==> src/design/ulms_consts.vh <==
// Constants for the channel status and auxiliary register block
`ifndef ULMS_CONSTS_VH
`define ULMS_CONSTS_VH

// Register addresses on the three-bit channel address
`define ULMS_ADDR_DATA 3'h0
`define ULMS_ADDR_LSR 3'h5
`define ULMS_ADDR_MSR 3'h6
`define ULMS_ADDR_SPR 3'h7

// Reset values
`define ULMS_SPR_RST 8'hFF
`define ULMS_CMS_RST 8'h00
`define ULMS_ZERO8 8'h00

// Control bit positions in the loose control inputs
`define ULMS_IER_MSI 3
`define ULMS_EFR_ACTS 7
`define ULMS_FEATURE_CONTROL_SWAP 6
`define ULMS_MCR_LOOP 4
`define ULMS_MCR_DTR 0
`define ULMS_MCR_RTS 1
`define ULMS_MCR_OP1 2
`define ULMS_MCR_OP2 3

// Count mode encodings, count_mode_select bits 1:0
`define ULMS_CM_TX 2'h1
`define ULMS_CM_ALT 2'h3

// Modem vector positions: cts, dsr, ri, cd
`define ULMS_M_CTS 0
`define ULMS_M_DSR 1
`define ULMS_M_RI 2
`define ULMS_M_CD 3

// Receive entry layout: data then parity, framing, break flags
`define ULMS_E_PE 8
`define ULMS_E_FE 9
`define ULMS_E_BRK 10

// Field slices: count mode, hysteresis codes, data byte, pins
`define ULMS_CMS_MODE 1:0
`define ULMS_CMS_HYS 5:4
`define ULMS_FEATURE_CONTROL_HYS 1:0
`define ULMS_RXD 7:0
`define ULMS_M_ALL 3:0
`define ULMS_PIN_RX 4

// Hysteresis in characters, six bits each, code 15 down to code 0
`define ULMS_HYS_W 6
`define ULMS_HYST_TBL {6'h24, 6'h1c, 6'h14, 6'h0c, 6'h34, 6'h30, 6'h2c, \
    6'h28, 6'h20, 6'h18, 6'h10, 6'h08, 6'h08, 6'h06, 6'h04, 6'h00}

`endif

==> src/design/ulms_status.v <==
// Line status, modem status, scratch and fifo level logic of one channel
//
// Behaviour
// - Full receive fifo drops new character, flags overrun
// - Parity flag follows character at fifo head
// - Framing flag follows character at fifo head
// - Long low line flags break, stores one
// - Break indication held until line idles high
// - Holding empty flag tracks empty transmit fifo
// - Transmitter idle when fifo and shifter empty
// - Global flag while any stored character errs
// - Cts, dsr, cd changes set sticky bits
// - Ring change bit sets only on rising pin, or on falling op1 in loopback
// - Change bits plus enable request modem interrupt
// - Auto cts high halts after current character
// - Normal mode status bits show inverted pins
// - Loopback status bits show modem control bits
// - Scratch register kept, resets to all ones
// - Swap bit redirects scratch writes and reads
// - Mode bits choose receive, transmit or alternate
// - Alternate mode starts receive, then alternates
// - Four-bit code picks hysteresis character count
// - Level register returns selected fifo count
// - Modem control bit four enables loopback
// - Data ready while receive fifo not empty
`timescale 1ns/10ps
`include "ulms_consts.vh"

module ulms_status #(
    parameter AW = 4
) (
    // Clock, reset, enable
    input wire clk_i,
    input wire nrst_i,
    input wire ce_i,
    // Host register port, one-cycle strobes
    input wire [2:0] addr_i,
    input wire rd_i,
    input wire wr_i,
    input wire [7:0] wdata_i,
    output reg [7:0] rdata_o,
    // Control bits held elsewhere in the channel
    input wire fifo_en_i,
    input wire [7:0] modem_control_i,
    input wire [7:0] interrupt_enable_i,
    input wire [7:0] feature_control_i,
    input wire [7:0] enhanced_feature_i,
    // Receiver side
    input wire rx_pin_i,
    input wire rx_char_i,
    input wire [7:0] rx_data_i,
    input wire rx_pe_i,
    input wire rx_fe_i,
    input wire rx_brk_i,
    // Transmitter side
    input wire tx_take_i,
    input wire tx_shift_busy_i,
    output reg tx_valid_o,
    output reg [7:0] tx_data_o,
    output reg tx_halt_o,
    // Modem pins, active low
    input wire cts_n_i,
    input wire dsr_n_i,
    input wire ri_n_i,
    input wire cd_n_i,
    // Results
    output reg msi_req_o,
    output reg [5:0] rts_hyst_o
);

localparam DEPTH = 1 << AW;
localparam [AW:0] CAP_FULL = DEPTH;
localparam [AW:0] CAP_ONE = 1;
localparam [AW:0] CNT_ZERO = 0;

////////////////////////////////////////////////////////////////////////
// Access decode
wire rd_data = ce_i & rd_i & (addr_i == `ULMS_ADDR_DATA);
wire wr_data = ce_i & wr_i & (addr_i == `ULMS_ADDR_DATA);
wire rd_lsr = ce_i & rd_i & (addr_i == `ULMS_ADDR_LSR);
wire rd_msr = ce_i & rd_i & (addr_i == `ULMS_ADDR_MSR);
wire rd_spr = ce_i & rd_i & (addr_i == `ULMS_ADDR_SPR);
wire wr_spr = ce_i & wr_i & (addr_i == `ULMS_ADDR_SPR);
wire swap = feature_control_i[`ULMS_FEATURE_CONTROL_SWAP];
// Non-fifo mode behaves as a one-entry fifo
wire [AW:0] cap = fifo_en_i ? CAP_FULL : CAP_ONE;

////////////////////////////////////////////////////////////////////////
// Three-stage synchronisers for receive line and modem pins
reg [4:0] sync1_q;
reg [4:0] sync2_q;
reg [4:0] sync3_q;
reg [4:0] pin_q;
wire [4:0] pins = {rx_pin_i, cd_n_i, ri_n_i, dsr_n_i, cts_n_i};

// A level is taken only once stages two and three agree
genvar g;
generate
    for (g = 0; g < 5; g = g + 1)
    begin : g_sync
        always @(posedge clk_i or negedge nrst_i)
        begin
            if (!nrst_i)
            begin
                sync1_q[g] <= 1'b1;
                sync2_q[g] <= 1'b1;
                sync3_q[g] <= 1'b1;
                pin_q[g] <= 1'b1;
            end
            else if (ce_i)
            begin
                sync1_q[g] <= pins[g];
                sync2_q[g] <= sync1_q[g];
                sync3_q[g] <= sync2_q[g];
                if (sync2_q[g] == sync3_q[g])
                    pin_q[g] <= sync3_q[g];
            end
        end
    end
endgenerate

wire rx_idle = pin_q[`ULMS_PIN_RX];

////////////////////////////////////////////////////////////////////////
// Receive fifo with per-byte error flags
reg [10:0] rx_mem [0:DEPTH-1];
reg [AW-1:0] rx_wp_q;
reg [AW-1:0] rx_rp_q;
reg [AW:0] rx_cnt_q;
reg [AW:0] err_cnt_q;
reg brk_hold_q;
reg overrun_q;

wire rx_empty = (rx_cnt_q == CNT_ZERO);
wire [10:0] rx_head = rx_mem[rx_rp_q];
wire head_err = ~rx_empty & (|rx_head[`ULMS_E_BRK:`ULMS_E_PE]);
// Further break characters are dropped while the line stays low
wire rx_take = rx_char_i & ~(rx_brk_i & brk_hold_q);
wire rx_full = (rx_cnt_q >= cap);
wire rx_push = ce_i & rx_take & ~rx_full;
wire rx_ovr = ce_i & rx_take & rx_full;
wire rx_pop = rd_data & ~rx_empty;
wire in_err = rx_pe_i | rx_fe_i | rx_brk_i;

// Storage; a dropped character never touches the fifo
always @(posedge clk_i)
begin
    if (rx_push)
        rx_mem[rx_wp_q] <= {rx_brk_i, rx_fe_i, rx_pe_i, rx_data_i};
end

// Pointers, counts and sticky receive flags
always @(posedge clk_i or negedge nrst_i)
begin
    if (!nrst_i)
    begin
        rx_wp_q <= {AW{1'b0}};
        rx_rp_q <= {AW{1'b0}};
        rx_cnt_q <= CNT_ZERO;
        err_cnt_q <= CNT_ZERO;
        brk_hold_q <= 1'b0;
        overrun_q <= 1'b0;
    end
    else if (ce_i)
    begin
        if (rx_push)
            rx_wp_q <= rx_wp_q + 1'b1;
        if (rx_pop)
            rx_rp_q <= rx_rp_q + 1'b1;
        if (rx_push & ~rx_pop)
            rx_cnt_q <= rx_cnt_q + 1'b1;
        else if (rx_pop & ~rx_push)
            rx_cnt_q <= rx_cnt_q - 1'b1;
        if ((rx_push & in_err) & ~(rx_pop & head_err))
            err_cnt_q <= err_cnt_q + 1'b1;
        else if ((rx_pop & head_err) & ~(rx_push & in_err))
            err_cnt_q <= err_cnt_q - 1'b1;
        // Set wins over the idle-line clear
        if (rx_push & rx_brk_i)
            brk_hold_q <= 1'b1;
        else if (rx_idle)
            brk_hold_q <= 1'b0;
        // Set wins over the clear by reading line status
        if (rx_ovr)
            overrun_q <= 1'b1;
        else if (rd_lsr)
            overrun_q <= 1'b0;
    end
end

////////////////////////////////////////////////////////////////////////
// Transmit fifo feeding the shifter
reg [7:0] tx_mem [0:DEPTH-1];
reg [AW-1:0] tx_wp_q;
reg [AW-1:0] tx_rp_q;
reg [AW:0] tx_cnt_q;

wire tx_push = wr_data & (tx_cnt_q < cap);
wire tx_pop = ce_i & tx_take_i & tx_valid_o;
wire [AW-1:0] tx_rp_d = tx_pop ? tx_rp_q + 1'b1 : tx_rp_q;
reg [AW:0] tx_cnt_d;
always @*
begin
    tx_cnt_d = tx_cnt_q;
    if (tx_push & ~tx_pop)
        tx_cnt_d = tx_cnt_q + 1'b1;
    else if (tx_pop & ~tx_push)
        tx_cnt_d = tx_cnt_q - 1'b1;
end
// Head byte bypasses the array when it is written this very cycle
wire [7:0] tx_head_d = (tx_push && tx_rp_d == tx_wp_q) ? wdata_i
                                                        : tx_mem[tx_rp_d];
// Auto cts only gates the start of a character, never cuts one short
wire halt_d = enhanced_feature_i[`ULMS_EFR_ACTS] & pin_q[`ULMS_M_CTS];

always @(posedge clk_i)
begin
    if (tx_push)
        tx_mem[tx_wp_q] <= wdata_i;
end

// Pointers and the registered shifter handshake
always @(posedge clk_i or negedge nrst_i)
begin
    if (!nrst_i)
    begin
        tx_wp_q <= {AW{1'b0}};
        tx_rp_q <= {AW{1'b0}};
        tx_cnt_q <= CNT_ZERO;
        tx_valid_o <= 1'b0;
        tx_data_o <= `ULMS_ZERO8;
        tx_halt_o <= 1'b0;
    end
    else if (ce_i)
    begin
        if (tx_push)
            tx_wp_q <= tx_wp_q + 1'b1;
        tx_rp_q <= tx_rp_d;
        tx_cnt_q <= tx_cnt_d;
        tx_valid_o <= (tx_cnt_d != CNT_ZERO) & ~halt_d;
        tx_data_o <= tx_head_d;
        tx_halt_o <= halt_d;
    end
end

////////////////////////////////////////////////////////////////////////
// Line status assembly
wire thr_empty = (tx_cnt_q == CNT_ZERO);
wire tx_idle = thr_empty & ~tx_shift_busy_i;
wire [7:0] line_status = {
    err_cnt_q != CNT_ZERO,
    tx_idle,
    thr_empty,
    (~rx_empty & rx_head[`ULMS_E_BRK]) | brk_hold_q,
    ~rx_empty & rx_head[`ULMS_E_FE],
    ~rx_empty & rx_head[`ULMS_E_PE],
    overrun_q,
    ~rx_empty
};

////////////////////////////////////////////////////////////////////////
// Modem status: current levels and sticky change bits
reg [3:0] mst_q;
reg [3:0] delta_q;
wire loop = modem_control_i[`ULMS_MCR_LOOP];
// Loopback maps rts, dtr, op1, op2 onto cts, dsr, ri, cd
wire [3:0] mst_loop = {modem_control_i[`ULMS_MCR_OP2],
                       modem_control_i[`ULMS_MCR_OP1],
                       modem_control_i[`ULMS_MCR_DTR],
                       modem_control_i[`ULMS_MCR_RTS]};
wire [3:0] mst_d = loop ? mst_loop : ~pin_q[`ULMS_M_ALL];
wire [3:0] chg = mst_d ^ mst_q;
// Ring status falling means the ring input rose: end of ring
wire ri_end = mst_q[`ULMS_M_RI] & ~mst_d[`ULMS_M_RI];
wire [3:0] dset = {chg[`ULMS_M_CD], ri_end, chg[`ULMS_M_DSR],
                   chg[`ULMS_M_CTS]};

// A change in the read cycle survives the read
always @(posedge clk_i or negedge nrst_i)
begin
    if (!nrst_i)
    begin
        mst_q <= 4'h0;
        delta_q <= 4'h0;
        msi_req_o <= 1'b0;
    end
    else if (ce_i)
    begin
        mst_q <= mst_d;
        delta_q <= (rd_msr ? 4'h0 : delta_q) | dset;
        msi_req_o <= interrupt_enable_i[`ULMS_IER_MSI] &
                     (|((rd_msr ? 4'h0 : delta_q) | dset));
    end
end

////////////////////////////////////////////////////////////////////////
// Scratch, count mode select and fifo level
reg [7:0] spr_q;
reg [7:0] cms_q;
reg alt_q;
wire [1:0] cmode = cms_q[`ULMS_CMS_MODE];
wire lvl_tx = (cmode == `ULMS_CM_TX) |
              ((cmode == `ULMS_CM_ALT) & alt_q);
wire [7:0] rx_lvl = {{(7-AW){1'b0}}, rx_cnt_q};
wire [7:0] tx_lvl = {{(7-AW){1'b0}}, tx_cnt_q};
wire [7:0] fifo_fill_level = lvl_tx ? tx_lvl : rx_lvl;

// Scratch survives everything but reset; swap steers the address
always @(posedge clk_i or negedge nrst_i)
begin
    if (!nrst_i)
    begin
        spr_q <= `ULMS_SPR_RST;
        cms_q <= `ULMS_CMS_RST;
        alt_q <= 1'b0;
    end
    else if (ce_i)
    begin
        if (wr_spr & ~swap)
            spr_q <= wdata_i;
        if (wr_spr & swap)
        begin
            cms_q <= wdata_i;
            alt_q <= 1'b0;
        end
        else if (rd_spr & swap & (cmode == `ULMS_CM_ALT))
            alt_q <= ~alt_q;
    end
end

// Table lookup keeps the irregular upper codes in one place
localparam [16*`ULMS_HYS_W-1:0] HYST_TBL = `ULMS_HYST_TBL;
wire [3:0] hyst_code = {cms_q[`ULMS_CMS_HYS], feature_control_i[`ULMS_FEATURE_CONTROL_HYS]};

////////////////////////////////////////////////////////////////////////
// Read data mux, registered on the read strobe
reg [7:0] rd_mux;
always @*
begin
    case (addr_i)
        `ULMS_ADDR_DATA: rd_mux = rx_empty ? `ULMS_ZERO8 : rx_head[`ULMS_RXD];
        `ULMS_ADDR_LSR: rd_mux = line_status;
        `ULMS_ADDR_MSR: rd_mux = {mst_q[`ULMS_M_CD], mst_q[`ULMS_M_RI],
                                  mst_q[`ULMS_M_DSR], mst_q[`ULMS_M_CTS],
                                  delta_q};
        `ULMS_ADDR_SPR: rd_mux = swap ? fifo_fill_level : spr_q;
        default: rd_mux = `ULMS_ZERO8;
    endcase
end

// Other addresses belong to other blocks and read as zero here
always @(posedge clk_i or negedge nrst_i)
begin
    if (!nrst_i)
    begin
        rdata_o <= `ULMS_ZERO8;
        rts_hyst_o <= 6'd0;
    end
    else if (ce_i)
    begin
        if (rd_i)
            rdata_o <= rd_mux;
        rts_hyst_o <= HYST_TBL[hyst_code * `ULMS_HYS_W +: `ULMS_HYS_W];
    end
end

endmodule

==> config.mk <==
export PLATFORM = sky130hd
export DESIGN_NAME = ulms_status
export DESIGN_NICKNAME = d
export VERILOG_FILES = /design/src/design/ulms_status.v
export VERILOG_INCLUDE_DIRS = /design/src /design/src/design
export SDC_FILE = /design/constraint.sdc
export NUM_CORES = 1
export LEC_CHECK = 0
export BUFFER_PORTS_ARGS = -buffer_cell sky130_fd_sc_hd__buf_2
export CORE_AREA = 2 2 186 279
export DETAILED_ROUTE_END_ITERATION = 8
export DIE_AREA = 0 0 188 281
export PLACE_DENSITY_LB_ADDON = 0.2
export SETUP_SLACK_MARGIN = 0.15
export SLEW_MARGIN = 10
export SYNTH_ARGS = -nofsm -noshare
export SYNTH_HDL_FRONTEND = slang
export SYNTH_SLANG_ARGS = --single-unit
==> constraint.sdc <==
create_clock -name clk_i -period 8.3 [get_ports clk_i]
set_clock_uncertainty 0.15 [all_clocks]
set_input_delay 0.415 -clock clk_i [delete_from_list [all_inputs] [get_ports clk_i]]
set_output_delay 0.415 -clock clk_i [all_outputs]
set_load 0.03 [all_outputs]
==> reports/qor.txt, run 1 <==
HPWL after DPL -> 28420 um
vias in the first global route -> 10630
final setup violation count -> 0
post_cts resized -> 0
largest net degree at the start of global routing -> 72
Min-Delay Path Class -> in2reg
Core ar. -> 50420 um^2
Hold Path Origin -> feature_control_i[0]
flops & latches, synth -> 402
overall global routing resource usage -> 16.78%
starting DRC count in detailed routing -> 474
Hold Crit Depth -> 3
total routed wirelength -> 43600 um
nets -> 1319
DR DRC count -> 0
number of max-cap violations -> 0
Max H-tree Level -> 2
outcome -> completed
Clock Sinks -> 402
number of flops mapped to enable cells by yosys -> 304
Syn Area/Cell -> 15.63 um^2
grt total ovfl -> 0
Final Max Tran Viols -> 0
Worst Hold Path EP -> rts_hyst_o[2]
RSZ-0062 raised after global routing -> no
routability cong. -> 0.7689
CP Launch Type -> flip-flop
area growth from synthesis to layout -> 14.48%
Synth Cell Area -> 17980 um^2
share of layout cells above drive strength 1 -> 26.29%
Slew HR -> 17.12%
period utilisation layout -> 56.34%
clock latency on the worst-skew pair -> 550 ps
CTS clk-pin slew, worst paths -> 70 ps
Setup crit end kind -> flip-flop
asr flop ratio synth -> 24.38%
WL/cell -> 22.66 um
drt pass-1 iters -> 5
net count after synthesis -> 1246
antenna diode count -> 0
Die Ht -> 281 um
I/O Pins -> 93
FF-to-FF path depth -> 12
P_leak -> 0.007164 uW
via count -> 10190
Worst Path Arrival -> 4960 ps
root buf cell -> clkbuf_16
Worst Max-Slew Pin Slew -> 1234 ps
first-pass GRT wire length -> 66270 um
synth warn -> 0
IO Port Bufs -> 69
initial antenna violation count -> 0
Final ANT Viol Nets -> 0
predominant post-synthesis flop cell -> edfxtp_1
worst slack, placed -> 3525 ps
Critical R2R Launch -> rx_rp_q[0]
TritonCTS buffer count -> 42
CP max FO -> 24
Fmax -> 213.9 MHz
Sum Neg Setup Slack -> 0 ps
effective utilization at floorplan -> 35.65%
Die W -> 188 um
Setup WS post-layout -> 3624 ps
die area -> 52830 um^2
Final Hold Vio Count -> 0
clock buffer depth -> 3
CP Class -> reg2reg
Period minus WS final -> 4676 ps
Syn Inst Count -> 1150
vias per cell -> 5.295
Critical R2R Capture -> err_cnt_q[4]
FF-to-FF setup slack -> 3620 ps
peak supply drop -> 0.2188 mV
Pwr per Cell Area -> 311.7 nW/um^2
CTS tree -> done
Synth cell types -> 65
Core Rows -> 101
worst endpoint required time -> 8590 ps
Post-Layout Inst Area -> 20580 um^2
placed standard-cell area -> 19070 um^2
sequential share of the synthesized area -> 64.62%
-- how the worst max path moves through the flow --
stage | endpoint | startpoint | depth (start not counted) | slack, ps
floorplan | err_cnt_q[4] | rx_rp_q[0] | 13 | 4550
global route | err_cnt_q[4] | rx_rp_q[0] | 12 | 3280
CTS | err_cnt_q[4] | rx_rp_q[0] | 12 | 3520
finish | err_cnt_q[4] | rx_rp_q[0] | 12 | 3620
detailed placement | err_cnt_q[4] | rx_rp_q[0] | 12 | 3530
global placement | err_cnt_q[4] | rx_rp_q[0] | 12 | 3470
-- cells in the final DEF, fill, tap and decap left out, drive strengths merged, types with 7 or more instances in the layout --
master	netlist	final
mux2	30	30
clkinv	0	12
dfrtp	70	70
edfxtp	304	304
nor2	31	31
o22ai	9	9
buf	25	89
nand2	91	91
mux4	97	97
inv	33	36
mux2i	54	54
nor3	16	16
xor2	9	9
dfstp	28	28
clkbuf	42	52
dlygate4sd3	0	7
xnor2	22	22
nand4	13	13
a211oi	9	9
ha	26	26
and2	23	23
a22oi	12	12
a21o	8	8
nand3	31	31
o21ai	42	42
a21oi	39	39
or3	7	7
-- power by group --
group / switching, uW / leakage, uW / internal (uW)
logic: 986 / 0.00260 / 868
clock network: 784 / 0.000700 / 1180
registers: 240 / 0.00386 / 2360
total: 2010 / 0.00716 / 4400
-- registers in the layout, summed over array words and instances, names as in the netlist, 8 cells and up --
name,flops
rdata_o,8
rx_mem,176
spr_q,8
tx_data_o,8
tx_mem,128
-- critical path, stage by stage (launching register included) --
cell and delay [ps]:
dfrtp_2 900, buf_4 550, mux4_2 570, mux4_2 540, o31ai_1 340, ha_1 250, inv_1 110, fa_1 410
a21o_1 180, a21oi_1 200, xnor2_1 140, nor2_1 60, xor2_1 140
-- layout make-up --
class                   count  area, um^2
flip-flops and latches    402       11620
well taps                 669       837.1
inverters                  33       123.9
clock inverters            24       285.3
repair buffers             96       568.0
fillers                  4611       29840
multi-input cells         648        5989
clock buffers              52        1151
-- synthesized netlist by cell type (4+ instances only) --
cell,number,area (um^2)
clkbuf_1,42,157.7
xor2_1,9,78.83
a21o_1,7,52.55
nor2b_1,5,31.28
mux2_2,30,337.8
nor2_1,31,116.4
nand3_1,31,155.2
dfstp_2,28,735.7
edfxtp_1,304,9129
nand2b_1,4,25.02
and3_1,4,25.02
mux4_2,97,2185
nand2_1,91,341.6
o211ai_1,4,30.03
o21ai_0,41,205.2
nand3b_1,4,30.03
xnor2_1,22,192.7
buf_1,11,41.29
nor3_1,16,80.08
a21oi_1,39,195.2
a31oi_1,6,37.54
or3_1,6,37.54
buf_2,13,65.06
a211oi_1,9,67.56
and4_1,5,43.79
and2_1,21,131.4
dfrtp_1,70,1752
a22o_1,4,35.03
ha_1,26,325.3
a32oi_1,6,52.55
a22oi_1,12,90.09
inv_1,33,123.9
mux2i_1,54,540.5
nand4_1,13,81.33
o22ai_1,9,56.30
-- per-stage QoR --
stage | power, uW | hold WS [ps] | utilization (%) | std cells
floorplan | 3970 | -30.59 | - | 1150
global placement | 4505 | 202.9 | 37.82 | 1841
detailed placement | 4525 | 199.2 | 37.82 | 1841
CTS | 6503 | 33.99 | 40.81 | 1924
global route | 6745 | 66.50 | 40.81 | 1924
finish | 6414 | 64.00 | 40.81 | 1924
-- cell families (layout without fill, tap and decap cells) --
kind of cell / Yosys count / after routing / share of synthesized area, %
DFF: 402 / 402 / 64.62
and+or+nand+nor: 246 / 246 / 6.786
muxes: 181 / 181 / 17.04
AOI/OAI and AO/OA: 160 / 160 / 5.735
buffers and inverters: 100 / 205 / 2.199
xor gates and xnor gates: 31 / 31 / 1.510
adders and majority gates: 29 / 29 / 2.088
other: 1 / 1 / 0.02086
-- timing repair --
action                    in CTS  in global routing
hold endpoints to repair      33                  0
setup buffers                  0                  0
hold buffers                   7                  0
-- metal layers --
layer  up-vias  share of wire (%)  track usage [%]  routed length, um
met1      5299                 38            18.71              16770
met2       183                 56            32.51              24260
met3        73                2.9            2.148               1261
met5         -                  0                0                  0
li1       4632                  -                -                  -
met4         0                3.0            5.774               1306
Note: power is estimated with default switching activity, not from simulation.
==> run 2: changes to the inputs <==
clock period = 4.8 ns   (was 8.3 ns; I/O delays follow)
==> run 2 against run 1 <==
Effect of this change: power is 74% higher; register-to-register slack worse by 2700 ps; clock power is 72% higher.
==> reports/qor.txt, run 2 (same netlist as run 1, synthesis figures left out) <==
outcome -> completed
Pwr per Cell Area -> 533.0 nW/um^2 (+71%)
Clock Sinks -> 402 (unchanged)
FF-to-FF setup slack -> 890 ps (-2740 ps)
final setup violation count -> 0 (unchanged)
CTS tree -> done
worst endpoint required time -> 5090 ps (-3500 ps)
Gate power share -> 28.9% (about the same)
crit-path cells -> mux4_2 -> mux4_2 -> o31ai_1 -> ha_1 -> inv_1 -> fa_1 -> a21o_1 -> a21oi_1 -> xnor2_1 -> nor2_1 -> xor2_1
Final Max Tran Viols -> 0 (unchanged)
CP max FO -> 19 (-21%)
P_leak -> 0.007341 uW (+2.5%)
Hold Path Origin -> wdata_i[5]
WL/cell -> 22.76 um (+0.43%)
Net Sw Frac -> 31.42% (+0.080 points)
Inst Count DP -> 1852 (+0.60%)
antenna diode count -> 0 (unchanged)
largest net degree at the start of global routing -> 67 (-6.9%)
max FFs per register -> 176 (unchanged)
Sum Neg Setup Slack -> 0 ps (unchanged)
Worst Path Arrival -> 4200 ps (-760 ps)
Critical R2R Launch -> rx_rp_q[0]
Min-Delay Path Class -> in2reg
vias in the first global route -> 10920 (+2.7%)
Power Internal -> 7647 uW (+74%)
DR DRC count -> 0 (unchanged)
Final ANT Viol Nets -> 0 (unchanged)
Period minus WS final -> 3912 ps (-763.6 ps)
Critical R2R Capture -> err_cnt_q[4]
Switch Pwr -> 3503 uW (+74%)
starting DRC count in detailed routing -> 519 (+9.5%)
clock buffer depth -> 3 (unchanged)
first-pass GRT wire length -> 67280 um (+1.5%)
biggest registers after layout -> rx_mem: 176 flops, tx_mem: 128 flops
effective utilization at floorplan -> 35.65% (unchanged)
initial antenna violation count -> 0 (unchanged)
Final Hold Vio Count -> 0 (unchanged)
RSZ-0062 raised after global routing -> no
Max H-tree Level -> 2 (unchanged)
routability cong. -> 0.7771 (+1.1%)
clock power share -> 30.2% (-0.3 points)
Core ar. -> 50420 um^2 (unchanged)
Slew HR -> 42.88% (+26 points)
most frequent CP cell -> mux4_2
clock latency on the worst-skew pair -> 560 ps (about the same)
Largest Register -> rx_mem
area growth from synthesis to layout -> 16.37%
CTS clk-pin slew, worst paths -> 60 ps (about the same)
Top Family by Delay on Critical Path -> multiplexers
overall global routing resource usage -> 17.06% (+0.28 points)
FF-to-FF path depth -> 11 (-1)
via count -> 10300 (+1.1%)
nets -> 1357 (+2.9%)
total routed wirelength -> 44670 um (+2.5%)
period utilisation layout -> 81.50% (+25 points)
CP Launch Type -> flip-flop
most frequent cells in the layout -> 304 x edfxtp_1, 97 x mux4_2, 91 x nand2_1
Flop pwr share -> 40.8% (+0.3 points)
Crit-path slowest cell -> dfrtp_2
Die W -> 188 um (unchanged)
CP bufs+invs -> 1 (-1)
Setup crit end kind -> flip-flop
CP peak stage delay -> 770 ps (-130 ps)
IO Port Bufs -> 69 (unchanged)
root buf cell -> clkbuf_16
final design utilization -> 41.49% (+0.68 points)
Worst Hold Path EP -> tx_mem[6][5]
Hold Slack -> 41.29 ps (-22.71 ps)
drt pass-1 iters -> 5 (unchanged)
Core Rows -> 101 (unchanged)
beginning of the critical path -> rx_rp_q[0]
CP Class -> reg2reg
number of max-cap violations -> 0 (unchanged)
share of layout cells above drive strength 1 -> 26.43% (+0.13 points)
I/O Pins -> 93 (unchanged)
Fmax -> 255.6 MHz (+20%)
Hold Crit Depth -> 1 (-2)
vias per cell -> 5.248 (-0.89%)
Final Non-Filler Cells -> 1963 (+2.0%)
Worst Max-Slew Pin Slew -> 856.7 ps (-377.0 ps)
peak supply drop -> 0.3339 mV (+53%)
die area -> 52830 um^2 (unchanged)
TritonCTS buffer count -> 42 (unchanged)
Die Ht -> 281 um (unchanged)
grt total ovfl -> 0 (unchanged)
most common cell after layout, fill and taps aside -> edfxtp_1
HPWL after DPL -> 29230 um (+2.8%)
==> run 2: metrics by stage <==
step,setup slack (ps),cell area [um^2],power [uW]
floorplan,1054,17980,6865
global placement,790.7,19150,7828
detailed placement,790.0,19150,7874
CTS,779.3,20910,11310
global route,617.4,20920,11710
finish,887.8,20920,11150
==> run 2: final cells by class <==
| class | count | area [um^2] |
|---|---|---|
| fillers | 4619 | 29500 |
| clock inverters | 25 | 294.0 |
| clock buffers | 52 | 1130 |
| repair buffers | 134 | 920.9 |
| well taps | 669 | 837.1 |
| multi-input cells | 648 | 5989 |
| inverters | 33 | 123.9 |
| flip-flops and latches | 402 | 11620 |
==> run 2: what timing repair did <==
action	in CTS	in global routing
hold endpoints to repair	293	0
gates resized for setup	0	0
setup buffers	0	0
hold buffers	34	0
==> run 2: worst max-delay path by stage <==
stage,end,slack (ps),cells after the start
3_3_place_gp,err_cnt_q[4],790,11
5_1_grt,err_cnt_q[4],620,13
4_1_cts,err_cnt_q[4],780,11
2_1_floorplan,err_cnt_q[4],1050,13
6_report,err_cnt_q[4],890,11
3_5_place_dp,err_cnt_q[4],790,11
==> run 2: power by group through the flow <==
stage	Sequential, uW	Clock (uW)	Combinational [uW]
5_1_grt	4620	3580	3510
3_5_place_dp	4630	0	3240
6_report	4550	3370	3230
4_1_cts	4560	3460	3290
3_3_place_gp	4620	0	3210
2_1_floorplan	4440	0	2430
==> run 2: worst register-to-register path: stages, from the launching register on <==
cell	delay, ps
dfrtp_2	770
mux4_2	610
mux4_2	530
o31ai_1	310
ha_1	230
inv_1	100
fa_1	410
a21o_1	180
a21oi_1	160
xnor2_1	130
nor2_1	70
xor2_1	150
==> run 2: layer usage <==
metal | GRT usage, % | share of wire [%]
met1 | 18.98 | 39
met2 | 32.65 | 55
met3 | 2.235 | 3.1
met4 | 6.703 | 3.4
met5 | 0 | 0
